--- src/vbi_slicer_defines.vh ---
// Purpose: Shared constants of the slicer control block.
// Assumes: Included by bare name from the control block source.
// Notes: Offsets are register addresses on the host register port.
`ifndef VBI_SLICER_DEFINES_VH
`define VBI_SLICER_DEFINES_VH

// ==========================================================
// Register offsets
`define OFS_STATUS 8'hc6
`define OFS_WORD_COUNT 8'hc7
`define OFS_THRESHOLD 8'hc8
`define OFS_FLUSH 8'hc9
`define OFS_LINE_IRQ 8'hca
`define OFS_SWITCH_LO 8'hcb
`define OFS_SWITCH_HI 8'hcc
`define OFS_ROUTE 8'hcd
`define OFS_AUTO_SETUP 8'hce
`define OFS_FULL_FIELD 8'hcf
`define OFS_MODE_FIRST 8'hd0
`define OFS_MODE_LAST 8'hfb
`define OFS_FIFO_DATA 8'hb0

// ==========================================================
// Reset values
`define RST_THRESHOLD 8'h80
`define RST_LINE_IRQ 8'h00
`define RST_SWITCH_LO 8'h1e
`define RST_SWITCH_HI 2'h0
`define RST_MODE 8'hff
`define MODE_ALL_ONES 8'hff

// ==========================================================
// Field positions
`define ST_OVERFLOW 7
`define ST_EMPTY 6
`define LI_FIELD1 7
`define LI_FIELD2 6
`define ROUTE_HOST 6
`define AUTO_INIT 2
`define AUTO_CLOCK 1
`define AUTO_BIT0 0
`define FF_ENABLE 0
`define MB_FILTER 7
`define MB_TO_FIFO 6
`define MB_BLOCK_ERR 5
`define MB_ECC 4

// ==========================================================
// Line geometry and standard codes
`define FIRST_LINE 10'd6
`define LAST_LINE 10'd27
`define MIN_IRQ_LINE 6'd2
`define MODE_COUNT 44
`define STD_WST_PAL_B 4'h1
`define STD_WST_NTSC 4'h3
`define STD_ECC_MAX 4'h4
`define STD_TTX_LAST 4'h5
`define STD_CC_PAL 4'h6
`define STD_CC_NTSC 4'h7
`define STD_OFF 4'hf
`define STD_RESERVED 4'h0
`define CC_LINE_NTSC 10'd21
`define CC_LINE_PAL 10'd22
`define AUTO_FLAGS 4'hf

`endif

--- src/vbi_fifo.v ---
// Purpose: Word FIFO between the slicer and the data outlets.
// Assumes: One clock; flush empties it in one cycle.
// Notes: Read data always come from the output register.
module vbi_fifo #(
   parameter WIDTH = 16,
   parameter DEPTH = 4,
   parameter AW = 2,
   parameter CW = 8
) (
   input wire ref_clk,
   input wire rst_n,
   input wire flush,
   input wire in_valid,
   output reg in_ready,
   input wire [WIDTH-1:0] in_data,
   output reg out_valid,
   input wire out_ready,
   output reg [WIDTH-1:0] out_data,
   output wire [CW-1:0] count
);
   reg [WIDTH-1:0] mem [0:DEPTH-1];
   reg [AW-1:0] wr_ptr;
   reg [AW-1:0] rd_ptr;
   reg [CW-1:0] mem_cnt;
   reg [CW-1:0] next_mem_cnt;
   wire push = in_valid && in_ready;
   wire load = (!out_valid || out_ready) && (mem_cnt != {CW{1'b0}});

   assign count = mem_cnt + {{(CW-1){1'b0}}, out_valid};

   always @* begin
      next_mem_cnt = mem_cnt;
      if (push && !load)
         next_mem_cnt = mem_cnt + 1'b1;
      else if (load && !push)
         next_mem_cnt = mem_cnt - 1'b1;
   end

   always @(posedge ref_clk) begin
      if (push)
         mem[wr_ptr] <= in_data;
      if (!rst_n || flush) begin
         wr_ptr <= {AW{1'b0}};
         rd_ptr <= {AW{1'b0}};
         mem_cnt <= {CW{1'b0}};
         out_valid <= 1'b0;
         out_data <= {WIDTH{1'b0}};
         in_ready <= 1'b0;
      end else begin
         // Ready is registered, so it looks one word ahead.
         in_ready <= next_mem_cnt < DEPTH;
         mem_cnt <= next_mem_cnt;
         if (push)
            wr_ptr <= (wr_ptr == DEPTH - 1) ? {AW{1'b0}} : wr_ptr + 1'b1;
         if (load) begin
            out_data <= mem[rd_ptr];
            out_valid <= 1'b1;
            rd_ptr <= (rd_ptr == DEPTH - 1) ? {AW{1'b0}} : rd_ptr + 1'b1;
         end else if (out_ready) begin
            out_valid <= 1'b0;
         end
      end
   end
endmodule // vbi_fifo

--- src/vbi_slicer_fifo_control.v ---
// Purpose: Control and status of the vbi_slicer and its data FIFO.
// Assumes: Timing and slicing datapath sit outside; all inputs are
//          synchronous to ref_clk; register port is byte wide.
// Notes: FIFO data reach the video port or the host register port.
// Functional notes
// RL1 - Status flags stay set until host writes one; empty flag is live.
// RL2 - Line that cannot fit is dropped whole and sets overflow flag.
// RL3 - Each of six services raises its own available flag.
// RL4 - Word count register reports occupied FIFO entries in 2-byte words.
// RL5 - Request when count exceeds threshold, default 128, if enabled.
// RL6 - Any write to the flush register empties the FIFO.
// RL7 - Line request when line matches six-bit number, per-field enables.
// RL8 - Line number zero or one never gives a line request.
// RL9 - Next line's standard loads at ten-bit switch pixel position.
// RL10 - Host changes switch position, default 30, only for custom standards.
// RL11 - Host-access bit selects video pins or host reads for FIFO data.
// RL12 - Auto initialization preloads line modes for the colour standard.
// RL13 - Auto-clock bit lets the slicer update bit zero of auto register.
// RL14 - Full-field mode slices active and all-ones lines with full standard.
// RL15 - In full-field mode other line values override the full standard.
// RL16 - One mode register per field for lines 6 to 27.
// RL17 - In caption modes top bit enables null byte filtering.
// RL18 - In teletext modes top bit enables the data filter.
// RL19 - Bit six sends data to registers only or FIFO too; teletext FIFO only.
// RL20 - Bit five keeps erroneous data out of the FIFO.
// RL21 - Bit four enables error correction for standard codes one to four.
// RL22 - Low four bits encode the standard; 1111 means slicing off.
`include "vbi_slicer_defines.vh"

module vbi_slicer_fifo_control #(
   parameter DEPTH = 4,
   parameter AW = 2
) (
   input wire ref_clk,
   input wire rst_n,
   input wire [7:0] reg_addr,
   input wire reg_wr,
   input wire reg_rd,
   input wire [7:0] reg_wdata,
   output reg [7:0] reg_rdata,
   input wire line_start,
   input wire [9:0] cur_line,
   input wire cur_field,
   input wire in_vblank,
   input wire [9:0] pixel_count,
   input wire std_is_pal,
   input wire field_start,
   input wire [7:0] full_field_std,
   input wire [5:0] svc_captured,
   input wire auto_bit0_we,
   input wire auto_bit0_val,
   input wire slice_start,
   input wire [7:0] slice_words,
   input wire slice_valid,
   input wire [15:0] slice_data,
   input wire slice_err,
   output reg slice_ready,
   input wire fifo_irq_en,
   input wire line_irq_en,
   output reg fifo_irq,
   output reg line_irq,
   output reg std_load,
   output reg [3:0] line_std,
   output reg null_filter,
   output reg data_filter,
   output reg to_fifo,
   output reg block_err,
   output reg ecc_en,
   output reg [7:0] video_y,
   output reg video_y_valid
);
   // ==========================================================
   // Registers
   reg [7:0] status;
   reg [7:0] threshold;
   reg [7:0] line_irq_cfg;
   reg [7:0] switch_lo;
   reg [1:0] switch_hi;
   reg host_access;
   reg [7:0] auto_setup;
   reg full_field;
   reg [7:0] line_mode [0:`MODE_COUNT-1];
   reg admit;
   reg byte_sel;
   reg [7:0] eff_mode;
   reg auto_run;
   reg [5:0] auto_idx;
   integer i;

   wire [15:0] fifo_out;
   wire fifo_out_valid;
   wire fifo_in_ready;
   wire [7:0] word_count;
   wire wr_hit = reg_wr;
   wire flush = wr_hit && reg_addr == `OFS_FLUSH;
   wire [7:0] mode_off = reg_addr - `OFS_MODE_FIRST;
   wire mode_addr = reg_addr >= `OFS_MODE_FIRST &&
                    reg_addr <= `OFS_MODE_LAST;
   wire [9:0] line_off = cur_line - `FIRST_LINE;
   wire in_table = cur_line >= `FIRST_LINE && cur_line <= `LAST_LINE;
   wire [5:0] cur_idx = {line_off[4:0], cur_field};
   wire [9:0] switch_pixel = {switch_hi, switch_lo};
   wire [3:0] eff_std = eff_mode[3:0];
   wire is_ttx = eff_std >= `STD_WST_PAL_B && eff_std <= `STD_TTX_LAST;
   wire is_cc = eff_std == `STD_CC_PAL || eff_std == `STD_CC_NTSC;
   wire fifo_pop_host = reg_rd && reg_addr == `OFS_FIFO_DATA &&
                        host_access && fifo_out_valid && byte_sel;
   wire fifo_pop_video = !host_access && fifo_out_valid && byte_sel;
   wire fifo_pop = fifo_pop_host || fifo_pop_video;
   wire push = slice_valid && admit && to_fifo &&
               !(block_err && slice_err); // RL20
   localparam [31:0] DEPTH_WORDS = DEPTH;
   wire [7:0] space = DEPTH_WORDS[7:0] - word_count;
   wire to_fifo_next = is_ttx || eff_mode[`MB_TO_FIFO]; // RL19
   wire drop_event = slice_start && to_fifo_next && slice_words > space;

   // ==========================================================
   // FIFO
   vbi_fifo #(
      .WIDTH(16),
      .DEPTH(DEPTH),
      .AW(AW),
      .CW(8)
   ) u_fifo (
      .ref_clk(ref_clk),
      .rst_n(rst_n),
      .flush(flush), // RL6
      .in_valid(push),
      .in_ready(fifo_in_ready),
      .in_data(slice_data),
      .out_valid(fifo_out_valid),
      .out_ready(fifo_pop),
      .out_data(fifo_out),
      .count(word_count)
   );

   // ==========================================================
   // Effective mode of the current line
   always @* begin
      if (in_table) begin
         eff_mode = line_mode[cur_idx];
         if (full_field && eff_mode == `MODE_ALL_ONES) // RL14 RL15
            eff_mode = full_field_std;
      end else if (full_field && !in_vblank) begin
         eff_mode = full_field_std; // RL14
      end else begin
         eff_mode = `MODE_ALL_ONES;
      end
   end

   // ==========================================================
   // Host register writes and auto initialization
   always @(posedge ref_clk) begin
      if (!rst_n) begin
         threshold <= `RST_THRESHOLD;
         line_irq_cfg <= `RST_LINE_IRQ;
         switch_lo <= `RST_SWITCH_LO; // RL10
         switch_hi <= `RST_SWITCH_HI;
         host_access <= 1'b0;
         auto_setup <= 8'h00;
         full_field <= 1'b0;
         auto_run <= 1'b0;
         auto_idx <= 6'h00;
         for (i = 0; i < `MODE_COUNT; i = i + 1)
            line_mode[i] <= `RST_MODE;
      end else begin
         if (wr_hit) begin
            case (reg_addr)
               `OFS_THRESHOLD: threshold <= reg_wdata;
               `OFS_LINE_IRQ: line_irq_cfg <= reg_wdata;
               `OFS_SWITCH_LO: switch_lo <= reg_wdata;
               `OFS_SWITCH_HI: switch_hi <= reg_wdata[1:0];
               `OFS_ROUTE: host_access <= reg_wdata[`ROUTE_HOST];
               `OFS_AUTO_SETUP: auto_setup <= reg_wdata;
               `OFS_FULL_FIELD: full_field <= reg_wdata[`FF_ENABLE];
               default: begin
                  if (mode_addr)
                     line_mode[mode_off[5:0]] <= reg_wdata; // RL16
               end
            endcase
         end
         // The slicer may only touch bit 0 while auto clock is set.
         if (auto_bit0_we && auto_setup[`AUTO_CLOCK] &&
             !(wr_hit && reg_addr == `OFS_AUTO_SETUP))
            auto_setup[`AUTO_BIT0] <= auto_bit0_val; // RL13
         // One register per cycle keeps the preload a single write port.
         if (field_start && auto_setup[`AUTO_INIT] && !auto_run) begin
            auto_run <= 1'b1; // RL12
            auto_idx <= 6'h00;
         end else if (auto_run) begin
            if ((auto_idx[5:1] + `FIRST_LINE) ==
                (std_is_pal ? `CC_LINE_PAL : `CC_LINE_NTSC))
               line_mode[auto_idx] <= {`AUTO_FLAGS, std_is_pal ?
                  `STD_CC_PAL : `STD_CC_NTSC}; // RL12
            else
               line_mode[auto_idx] <= {`AUTO_FLAGS, std_is_pal ?
                  `STD_WST_PAL_B : `STD_WST_NTSC}; // RL12
            auto_idx <= auto_idx + 1'b1;
            if (auto_idx == `MODE_COUNT - 1)
               auto_run <= 1'b0;
         end
      end
   end

   // ==========================================================
   // Status flags
   always @(posedge ref_clk) begin
      if (!rst_n) begin
         status <= 8'h00;
      end else begin
         // A new event in the clearing cycle wins over the clear.
         if (wr_hit && reg_addr == `OFS_STATUS)
            status <= (status & ~reg_wdata) | {drop_event, 1'b0,
               svc_captured}; // RL1 RL3
         else
            status <= status | {drop_event, 1'b0, svc_captured}; // RL3
         status[`ST_EMPTY] <= 1'b0; // RL1
      end
   end

   // ==========================================================
   // Line admission into the FIFO
   always @(posedge ref_clk) begin
      if (!rst_n || flush) begin
         admit <= 1'b0;
      end else if (slice_start) begin
         // Whole line or nothing; later shorter lines still go in.
         admit <= slice_words <= space; // RL2
      end
   end

   // ==========================================================
   // Per-line mode outputs, loaded at the switch pixel
   always @(posedge ref_clk) begin
      if (!rst_n) begin
         std_load <= 1'b0;
         line_std <= `STD_OFF;
         null_filter <= 1'b1;
         data_filter <= 1'b0;
         to_fifo <= 1'b1;
         block_err <= 1'b1;
         ecc_en <= 1'b0;
      end else begin
         std_load <= pixel_count == switch_pixel; // RL9
         if (pixel_count == switch_pixel) begin
            line_std <= eff_std; // RL22
            null_filter <= is_cc && eff_mode[`MB_FILTER]; // RL17
            data_filter <= is_ttx && eff_mode[`MB_FILTER]; // RL18
            to_fifo <= to_fifo_next; // RL19
            block_err <= eff_mode[`MB_BLOCK_ERR]; // RL20
            ecc_en <= eff_mode[`MB_ECC] && eff_std != `STD_RESERVED &&
                      eff_std <= `STD_ECC_MAX; // RL21
         end
      end
   end

   // ==========================================================
   // Interrupt requests
   always @(posedge ref_clk) begin
      if (!rst_n) begin
         fifo_irq <= 1'b0;
         line_irq <= 1'b0;
      end else begin
         fifo_irq <= fifo_irq_en && word_count > threshold; // RL5
         line_irq <= line_start && line_irq_en &&
            cur_line == {4'h0, line_irq_cfg[5:0]} && // RL7
            line_irq_cfg[5:0] >= `MIN_IRQ_LINE && // RL8
            (cur_field ? line_irq_cfg[`LI_FIELD2] :
                         line_irq_cfg[`LI_FIELD1]); // RL7
      end
   end

   // ==========================================================
   // Outlets: video pins or host reads, low byte first
   always @(posedge ref_clk) begin
      if (!rst_n || flush) begin
         byte_sel <= 1'b0;
         video_y <= 8'h00;
         video_y_valid <= 1'b0;
         slice_ready <= 1'b0;
      end else begin
         slice_ready <= fifo_in_ready;
         video_y_valid <= !host_access && fifo_out_valid; // RL11
         if (!host_access && fifo_out_valid)
            video_y <= byte_sel ? fifo_out[15:8] : fifo_out[7:0];
         if ((!host_access && fifo_out_valid) || (reg_rd &&
             reg_addr == `OFS_FIFO_DATA && host_access &&
             fifo_out_valid))
            byte_sel <= ~byte_sel; // RL11
      end
   end

   // ==========================================================
   // Register reads
   always @(posedge ref_clk) begin
      if (!rst_n) begin
         reg_rdata <= 8'h00;
      end else if (reg_rd) begin
         case (reg_addr)
            `OFS_STATUS: reg_rdata <= {status[7],
               word_count == 8'h00, status[5:0]}; // RL1
            `OFS_WORD_COUNT: reg_rdata <= word_count; // RL4
            `OFS_THRESHOLD: reg_rdata <= threshold;
            `OFS_LINE_IRQ: reg_rdata <= line_irq_cfg;
            `OFS_SWITCH_LO: reg_rdata <= switch_lo;
            `OFS_SWITCH_HI: reg_rdata <= {6'h00, switch_hi};
            `OFS_ROUTE: reg_rdata <= {1'b0, host_access, 6'h00};
            `OFS_AUTO_SETUP: reg_rdata <= auto_setup;
            `OFS_FULL_FIELD: reg_rdata <= {7'h00, full_field};
            `OFS_FIFO_DATA: reg_rdata <= (host_access && fifo_out_valid) ?
               (byte_sel ? fifo_out[15:8] : fifo_out[7:0]) : 8'h00;
            default: reg_rdata <= mode_addr ? line_mode[mode_off[5:0]] :
                                              8'h00;
         endcase
      end
   end
endmodule // vbi_slicer_fifo_control

--- config.mk ---
export PLATFORM = sky130hd
export DESIGN_NAME = vbi_slicer_fifo_control
export DESIGN_NICKNAME = d
export VERILOG_FILES = /design/src/vbi_fifo.v /design/src/vbi_slicer_fifo_control.v
export VERILOG_INCLUDE_DIRS = /design/src /design/src/src
export SDC_FILE = /design/constraint.sdc
export NUM_CORES = 1
export LEC_CHECK = 0
export ABC_CLOCK_PERIOD_IN_PS = 7150
export BUFFER_PORTS_ARGS = -buffer_cell sky130_fd_sc_hd__clkbuf_2
export CAP_MARGIN = 20
export CELL_PAD_IN_SITES_DETAIL_PLACEMENT = 0
export CELL_PAD_IN_SITES_GLOBAL_PLACEMENT = 2
export CORE_MARGIN = 3
export CORE_UTILIZATION = 45
export DETAILED_ROUTE_END_ITERATION = 6
export PLACE_DENSITY_LB_ADDON = 0.1
export SYNTH_ARGS = -nofsm -noshare
export SYNTH_HDL_FRONTEND = slang
export SYNTH_HIERARCHICAL = 1
export SYNTH_SLANG_ARGS = --single-unit
--- constraint.sdc ---
create_clock -name ref_clk -period 7.15 [get_ports ref_clk]
set_input_delay 0.715 -clock ref_clk [delete_from_list [all_inputs] [get_ports ref_clk]]
set_output_delay 0.715 -clock ref_clk [all_outputs]
set_load 0.03 [all_outputs]
; ---- Word-level counts from Yosys, hierarchy flattened
; Memory sizes are Yosys's and may differ from the RTL's. A register that Yosys moved wholly into a read port is not among the register bits.
; Cells that the tools add are included.
[word_totals]
reg_bits = 97
ramBits = 416
input_bits = 90
output_inout_bits = 30
memories = 2
[classes]
addsub = 10
n_lt_le_gt_ge = 12
eq_ne = 20
mux = 49
bitwise_logic = 7
reduce_logical = 71
[mem_list]
columns = name, depth, width, read_ports, rd_clocked_by_memory_dff, write_ports, line
row1 = line_mode, 44, 8, 2, 0, 44, vbi_slicer_fifo_control.v:82  ; reg [7:0] line_mode [0:`MODE_COUNT-1];
row2 = u_fifo.mem, 4, 16, 1, 1, 1, vbi_fifo.v:21  ; reg [WIDTH-1:0] mem [0:DEPTH-1];
[op_table]
columns = cell, count
row1 = $eq 8x8->1 const B, 12
row2 = $mux 8, 12
row3 = $pmux 8 s10, 1
row4 = $logic_and 1x1->1, 38
row5 = $mux 1, 30
row6 = $gt 8x8->1, 2
row7 = $or 8x8->8, 2
row8 = $reduce_and 2->1, 8
row9 = $reduce_or 8->1, 2
row10 = $mux 6, 2
row11 = $eq 10x10->1, 1
row12 = $eq 10x6->1, 1
row13 = $ge 10x3->1 const B, 1
row14 = $le 10x5->1 const B, 1
row15 = $logic_not 1->1, 9
row16 = $add 8x1->8, 1
row17 = $add 8x1->8 const B, 1
row18 = $and 8x8->8, 1
row19 = $eq 4x3->1 const B, 2
row20 = $ge 8x8->1 const B, 1
row21 = $le 4x3->1 const B, 2
row22 = $le 8x8->1, 1
row23 = $le 8x8->1 const B, 1
row24 = $logic_not 8->1, 1
row25 = 23 further kinds, 36

; ---- Longest topological paths before layout
; Gate-level depths: netlist of run 1.
; An unclocked memory read counts as a cell.
[depth]
ltp_word = 13
depth_mapped = 21

; ---- Cells and area by module
; Netlist of run 1, hierarchy kept.
[modules_own_cells]
columns = module, n_inst, cells_each, area_each_um2, seq_area_each_um2
row1 = vbi_slicer_fifo_control, 1, 3253, 33210.6, 13813.2
row2 = vbi_fifo, 1, 277, 3906.2, 2522.4

; ---- Worst setup path before layout of run 1
; No wires, ideal clock.
[synth_timing]
path_kind = in2reg
startpoint = input port reg_addr[0]
endpoint = register u_fifo.in_ready
setup_ps = 86
arrival_time_ps = 4454
required_time_ps = 7064
setup_slack_ps = 2611
path_stages = 20
cell_sequence = clkbuf_1 buf_2 buf_2 clkbuf_1 nor3_1 and4b_1 nand3_1 nor2_1 nor2_1 nor2b_1 nor2b_1 or2_2 inv_2 buf_2 ha_1 or4b_1 o21ai_2 xnor2_1 nand3_1 a211oi_1
[synth_between]
elab_chain_len = 12
[synth_lines]
columns = item, line
row1 = start: declaration, vbi_slicer_fifo_control.v:36  ; input wire [7:0] reg_addr,
row2 = $eq 8x8->1 *, --
row3 = $logic_and 1x1->1 (no line) *, --
row4 = $logic_and 1x1->1 * (3 in a row), vbi_slicer_fifo_control.v:106  ; wire fifo_pop_host = reg_rd && reg_addr == `OFS_FIFO_DATA &&
row5 = $logic_or 1x1->1 *, vbi_slicer_fifo_control.v:109  ; wire fifo_pop = fifo_pop_host || fifo_pop_video;
row6 = named net fifo_pop, vbi_slicer_fifo_control.v:109
row7 = $logic_or 1x1->1 *, vbi_fifo.v:27  ; wire load = (!out_valid || out_ready) && (mem_cnt != {CW{1'b0}});
row8 = $logic_and 1x1->1 *, vbi_fifo.v:27
row9 = named net u_fifo.load, vbi_fifo.v:27
row10 = $logic_and 1x1->1 / $logic_not 1->1 (equally long branches), "vbi_fifo.v:35, vbi_fifo.v:33"
row11 = $mux 8 / $logic_and 1x1->1 (equally long branches), "vbi_fifo.v:35, vbi_fifo.v:33"
row12 = $mux 8 *, vbi_fifo.v:33  ; if (push && !load)
row13 = $lt 8x3->1 *, vbi_fifo.v:51  ; in_ready <= next_mem_cnt < DEPTH;
row14 = end signal: assignment, vbi_fifo.v:51
row15 = end: declaration, vbi_fifo.v:14  ; output reg in_ready,
; The timed path passes the listed nets; every way through them passes the cells marked *.
; A chain may end at the register's enable or synchronous reset.

; ---- Worst setup path after layout of run 1
[layout_timing]
startpoint = input port reg_addr[4]
endpoint = register u_fifo.in_ready
[layout_between]
elab_chain_len = 12
[layout_lines]
columns = item, line
row1 = $eq 8x8->1 *, --
row2 = $logic_and 1x1->1 (no line) *, --
row3 = $logic_and 1x1->1 * (3 in a row), vbi_slicer_fifo_control.v:106
row4 = $logic_or 1x1->1 *, vbi_slicer_fifo_control.v:109
row5 = named net fifo_pop, vbi_slicer_fifo_control.v:109
row6 = $logic_or 1x1->1 *, vbi_fifo.v:27
row7 = $logic_and 1x1->1 *, vbi_fifo.v:27
row8 = $logic_and 1x1->1 / $logic_not 1->1 (equally long branches), "vbi_fifo.v:35, vbi_fifo.v:33"
row9 = $mux 8 / $logic_and 1x1->1 (equally long branches), "vbi_fifo.v:35, vbi_fifo.v:33"
row10 = $mux 8 *, vbi_fifo.v:33
row11 = $lt 8x3->1 *, vbi_fifo.v:51
; Marked as above.

==> impl_metrics.tcl, run 1 <==
set metrics [dict create \
    instances_no_fill 4614 \
    io_buffer_count 119 \
    maxSlewViolCount 0 \
    combPwrFrac_pct 15.9 \
    worstReg2RegStart "auto_idx[3]$_SDFFE_PP0P_" \
    power.density_nw_per_um2 254 \
    dp_cells 4460 \
    n_fill_cell 7300 \
    crit_required_ps 7700 \
    setup_ws_ps 2260 \
    clock.fmax_mhz 204 \
    hp-start "svc_captured[0]" \
    p_leak_nw 14.0 \
    pin_count 120 \
    final_layout_size_suffix_gt1_share_pct 19.0 \
    start_util_pct 45.8 \
    rsz0062_at_grt "false" \
    dpl_worst_slack_ps 1600 \
    rr_worst_depth 11 \
    grt_pass1_wl_mm 201 \
    hpwlAfterDp_mm 96.4 \
    min_to "status[0]$_SDFF_PN0_" \
    fin_tns_setup_ps 0 \
    finish.utilization_pct 50.5 \
    hold_path_class "primary input to register" \
    async_flop_share_pct 0 \
    synth_cell_types 86 \
    synth.area.top_cells "dfxtp_1 (23%), edfxtp_1 (21%), mux4_2 (18%)" \
    route.detailed.drc 0 \
    crit_fanout 21 \
    p_int_mw 7.42 \
    synth_area_per_cell_um2 10.5 \
    seqCellArea_um2 16300 \
    clock-root-buffer "clkbuf_16" \
    clockPowerShare_pct 42.2 \
    synthToLayoutAreaGrowth_pct 10.4 \
    whs_ps 285 \
    switchingPower_mw 2.98 \
    cts_buffers 80 \
    period_needed_ps 4890 \
    multi_input_area_um2 19200 \
    routed_wl_mm 138 \
    irDropWorstVdd_v 0.000328 \
    endpoint_kind "register" \
    startpoint_type "primary input" \
    cap_violations 0 \
    final_hold_viol_count 0 \
    hold_buffers 0 \
    die_w_um 293 \
    ys_seq_area_share_pct 44.0 \
    cts_resized 0 \
    grt_pass1_vias 28400 \
    pwr-share-seq_pct 41.9 \
    worstMarginPinSlew_ps 1190 \
    num_rows 104 \
    vias_per_cell 6.49 \
    crit_type "primary input to register" \
    finalCritPeriodShare_pct 68.4 \
    core_um2 81100 \
    synth_edf_count 256 \
    r2r_slack_ps 3140 \
    clk_latency_ps 660 \
    die-height_um 293 \
    hold_depth 3 \
    synthCells 3530 \
    cts_sinks 688 \
    ys.warnings.count 6 \
    post_cts.repair.setup_buffers 0 \
    sw_frac_of_total_pct 28.7 \
    dr.pass1.iters 7 \
    wl_per_cell_um 29.8 \
    ys_ff_latch 688 \
    antenna_found_initial 5 \
    num_vias 30000 \
    die_area_um2 86000 \
    clkTransAtPathRegs_ps 60 \
    grt-ovfl-total 0 \
    gp_congestion 0.958 \
    yosys.area.top_type "dfxtp_1" \
    grt_max_degree 105 \
    reg2reg_to "line_mode[41][0]$_DFFE_PP_" \
    clock_path_buffers 3 \
    outcome "complete, no violations" \
    syn_area_um2 37100 \
    skew_ps 28.2 \
    cts_tree "done" \
    arrival_ps 5440 \
    synth_top_cell_area_share_pct 23.3 \
    nets 3615 \
    drt_iter0_markers 3953 \
    grt_use_total_pct 31.7 \
    relSlewSlack_pct 20.2 \
    htreeDepth 3 \
    ant_nets 0 \
    setup_viol 0 \
    synth_ff_type "dfxtp_1" \
]
cells by family (layout without fill, tap and decap cells):
kind of cell | after synthesis | count (layout) | share of synthesized area, %
AO/OA/AOI/OAI | 567 | 567 | 8.93
XOR/XNOR | 41 | 41 | 0.967
adder cells (fa/ha/maj) | 40 | 40 | 1.35
buffers and inverters | 354 | 369 | 4.34
flip-flops | 688 | 688 | 44.0
multiplexers | 375 | 375 | 20.9
other | 1 | 10 | 0.0101
AND/OR/NAND/NOR | 1464 | 1464 | 19.5
worst max-delay path by stage:
| stage | startpoint | endpoint | slack [ps] | cells past startpoint |
|---|---|---|---|---|
| 4_1_cts | reg_addr[4] | u_fifo/in_ready$_SDFF_PP0_ | 2270 | 18 |
| 2_1_floorplan | reg_addr[0] | u_fifo/in_ready$_SDFF_PP0_ | 2610 | 20 |
| 5_1_grt | reg_addr[4] | u_fifo/in_ready$_SDFF_PP0_ | 1820 | 18 |
| 3_3_place_gp | cur_line[1] | to_fifo$_SDFFE_PN1P_ | 1590 | 12 |
| 3_5_place_dp | reg_addr[4] | u_fifo/in_ready$_SDFF_PP0_ | 1600 | 18 |
| 6_report | reg_addr[4] | u_fifo/in_ready$_SDFF_PP0_ | 2260 | 18 |
cells in the mapped netlist, types with 56 or more instances:
cell type and instances:
nor2_1 225, mux4_2 293, nand3b_1 174, nor3_1 91, dfxtp_1 432, a21oi_1 173, edfxtp_1 256, mux2i_1 56
clkbuf_1 214, nand3_1 186, nand2_1 519, o21ai_0 254
final cells by class:
type,count,area share (%)
diodes,1,0.00611
clock buffers,97,5.17
clock inverters,53,1.66
inverters,49,0.449
multi-input cells,2496,47.0
flip-flops and latches,688,39.9
well taps,1060,3.24
repair buffers,170,2.61
placed cells by master (no fill, tap or decap), types with 50 or more instances in the layout:
cell,n
nand2_1,519
nand3_1,186
nor2_1,221
dfxtp_1,432
mux4_2,293
clkbuf_16,80
mux2i_1,56
clkbuf_2,113
or3_1,50
a21oi_1,173
nor3_1,87
nand3b_1,174
edfxtp_1,256
o21ai_0,254
power groups by stage:
| stage | Combinational (mW) | Clock, mW | Sequential (mW) |
|---|---|---|---|
| floorplan | 1.22 | 0 | 4.38 |
| finish | 1.65 | 4.39 | 4.36 |
| global placement | 1.61 | 0 | 4.44 |
| CTS | 1.65 | 4.43 | 4.36 |
| detailed placement | 1.64 | 0 | 4.44 |
| global route | 1.80 | 4.59 | 4.38 |
state kept, by name, summed over array words and instances, names as in the netlist, 6 cells and up:
register	flops
auto_idx	6
auto_setup	8
line_irq_cfg	8
line_mode	512
reg_rdata	8
status	7
switch_lo	8
threshold	8
u_fifo/mem	64
u_fifo/mem_cnt	8
u_fifo/out_data	16
video_y	8
metrics by stage:
| step | power [mW] | cell area, µm² |
|---|---|---|
| 5_1_grt | 10.8 | 41000 |
| 6_report | 10.4 | 41000 |
| 4_1_cts | 10.4 | 40900 |
| 3_5_place_dp | 6.08 | 38100 |
| 2_1_floorplan | 5.60 | 37100 |
| 3_3_place_gp | 6.04 | 38100 |
worst max-delay path, cell delays in order:
cell and delay [ps]:
clkbuf_2 310, ha_1 550, nor2b_1 190, buf_4 210
and4b_1 270, nand3_1 350, nor2_1 230, nor2_1 70
nor2b_1 160, nor2b_1 80, or2_2 500, inv_2 320
ha_1 270, or4b_1 460, o21ai_2 240, xnor2_1 170
nand3_1 110, a211oi_1 200
metal layers:
layer	routed length [µm]	global-route usage, %	vias up
met5	91	0.665	-
li1	-	-	13000
met4	5320	10.8	4
met2	61500	48.4	1507
met1	58000	44.9	15200
met3	12800	6.90	268
Power figures use the tool's default switching activity.
==> inputs of run 2 (changes only) <==
- ABC_AREA: unset -> 1
- ABC_CLOCK_PERIOD_IN_PS: 7150 -> 4200
- CORE_UTILIZATION: 45 -> 33
- clock period: 7.15 -> 4.2 ns (I/O delays scaled with it)
==> run 2 against run 1 <==
Against the previous run:
- non-clock buffer count is 176 higher
- first-iteration DRC count rose by 14%
- die area increased by 37%
- global-route usage down 0.70 points
- via count is 27% higher
- worst hold slack worse by 230 ps
- critical endpoint is now line_mode[39][1]$_DFFE_PP_
- largest cell class unchanged
==> impl_metrics.tcl, run 2 <==
set metrics [dict create \
    outcome "complete, no violations" \
    die-height_um 343 \
    synth.area.top_cells "dfxtp_1 (23%), edfxtp_1 (21%), nand2_1 (10%)" \
    dpl_worst_slack_ps 328 \
    dr.pass1.iters 6 \
    num_rows 122 \
    crit_fanout 26 \
    endpoint_kind "register" \
    clkTransAtPathRegs_ps 60 \
    finalCritPeriodShare_pct 79.4 \
    startpoint_type "primary input" \
    route.detailed.drc 0 \
    p_leak_nw 18.4 \
    synth_most_common_cell "nand2_1" \
    cts_buffers 84 \
    layout_common_cells "nand2_1 (1023), inv_1 (683), nor2_1 (638), dfxtp_1 (432), nand3_1 (407)" \
    final_hold_viol_count 0 \
    grt_max_degree 92 \
    gp_congestion 0.952 \
    setup_viol 0 \
    fin_tns_setup_ps 0 \
    n_fill_cell 11900 \
    power.density_nw_per_um2 426 \
    hold_depth 3 \
    grt_pass1_vias 35800 \
    drt_iter0_markers 4523 \
    ys_seq_area_share_pct 43.7 \
    crit_type "primary input to register" \
    wl_per_cell_um 27.1 \
    clock_path_buffers 3 \
    crit_required_ps 4620 \
    synth_edf_count 256 \
    ant_nets 0 \
    yosys.area.top_type "dfxtp_1" \
    synth_cell_types 59 \
    total_power_mw 18.5 \
    synthCells 5154 \
    antenna_found_initial 6 \
    pin_count 120 \
    syn_area_um2 37400 \
    dp_cells 6682 \
    rsz0062_at_grt "false" \
    whs_ps 56.1 \
    rr_worst_depth 12 \
    synth_area_per_cell_um2 7.25 \
    clock-root-buffer "clkbuf_16" \
    largest_reg_flops 512 \
    cts_sinks 688 \
    num_vias 38000 \
    grt_use_total_pct 31.0 \
    irDropWorstVdd_v 0.000397 \
    hpwlAfterDp_mm 132 \
    ys_ff_latch 688 \
    final_layout_size_suffix_gt1_share_pct 9.68 \
    async_flop_share_pct 0 \
    top_regs "line_mode (512), u_fifo/mem (64), u_fifo/out_data (16)" \
    io_buffer_count 119 \
    cap_violations 0 \
    instances_no_fill 6871 \
    clock.fmax_mhz 300 \
    arrival_ps 3750 \
    grt-ovfl-total 0 \
    grt_pass1_wl_mm 264 \
    ys.warnings.count 6 \
    cts_tree "done" \
    routed_wl_mm 186 \
    synth_ff_type "dfxtp_1" \
    setup_ws_ps 865 \
    largest_register "line_mode" \
    post_cts.repair.setup_buffers 0 \
    synth_common_cells "nand2_1 (1027), inv_1 (691), nor2_1 (640)" \
    final_common_cell "nand2_1" \
    core_um2 112000 \
    vias_per_cell 5.53 \
    hold_path_class "primary input to register" \
    maxSlewViolCount 0 \
    synthToLayoutAreaGrowth_pct 16.3 \
    die_w_um 343 \
    relSlewSlack_pct 29.3 \
    clk_latency_ps 680 \
    skew_ps 17.3 \
    worstMarginPinSlew_ps 1050 \
    period_needed_ps 3330 \
    die_area_um2 117000 \
    synth_top_cell_area_share_pct 23.1 \
    start_util_pct 33.5 \
    htreeDepth 3 \
    nets 5438 \
]
==> run 2: cell types whose count changed after synthesis, moves of 49 or more <==
cell,before,now
nor2_1,225,640
a31oi_1,5,86
nand3_1,186,407
mux2i_1,56,0
o22ai_1,2,180
o21ai_0,254,402
nand3b_1,174,3
buf_2,16,66
a221oi_1,5,84
inv_1,45,691
nand2_1,519,1027
mux4_2,293,0
or3_1,50,1
==> run 2: logic make-up (layout without fill, tap and decap cells) <==
family	after synthesis	in the layout	share of synthesized area, %
AOI/OAI and AO/OA	1177	1177	19.2
xor gates and xnor gates	22	22	0.535
and+or+nand+nor	2205	2205	24.3
adders and majority gates	40	40	1.34
other	1	12	0.0100
buffers and inverters	1021	1239	10.9
DFF	688	688	43.7
==> run 2: final cells by class <==
type / count / area (µm²) / share of cell area, %
clock inverter: 35 / 347 / 0.797
multi-input combinational: 3453 / 17000 / 39.2
inverter: 735 / 2770 / 6.37
clock buffer: 123 / 2430 / 5.58
antenna: 3 / 7.51 / 0.0173
tap: 1488 / 1860 / 4.28
timing repair buffer: 346 / 2700 / 6.21
sequential: 688 / 16300 / 37.6
==> run 2: report_power, final <==
part / total (mW) / leakage [nW] / internal, mW / switching (mW)
logic: 3.75 / 11.2 / 1.14 / 2.61
clock network: 7.43 / 1.37 / 4.28 / 3.14
registers: 7.36 / 5.86 / 7.14 / 0.222
total: 18.5 / 18.4 / 12.6 / 5.98
==> run 2: per-layer routing <==
layer / track usage [%] / up-vias / part of all wire [%]
li1: - / 17700 / -
met1: 44.1 / 18400 / 45
met2: 47.3 / 1643 / 44
met3: 5.04 / 339 / 7.4
met4: 10.9 / 0 / 3.8
met5: 0 / - / 0
==> run 2: worst max-delay path, stage by stage <==
cell	delay (ps)
clkbuf_2	270
nand2_4	310
buf_12	270
buf_4	200
nor2_1	450
inv_1	480
nor3_2	750
inv_1	200
o32ai_1	270
inv_1	60
==> run 2: worst paths after layout <==
kind	end	start	slack [ps]
setup / recovery	line_mode[39][1]$_DFFE_PP_	reg_addr[0]	870
hold / removal	auto_setup[0]$_SDFFE_PN0P_	auto_bit0_val	60
setup reg to reg	line_mode[53][1]$_DFFE_PP_	auto_idx[3]$_SDFFE_PP0P_	980
hold reg to reg	slice_ready$_SDFF_PP0_	u_fifo/in_ready$_SDFF_PP0_	440
==> run 2: timing repair <==
action,CTS,global route
gates resized for setup,0,0
hold buffers,26,0
hold endpoints to repair,74,0
==> run 2: per-stage QoR <==
stage / utilization, % / area (µm²)
2_1_floorplan: - / 37400
3_3_place_gp: 36.2 / 40400
3_5_place_dp: 36.2 / 40400
4_1_cts: 38.9 / 43500
5_1_grt: 39.0 / 43500
6_report: 39.0 / 43500
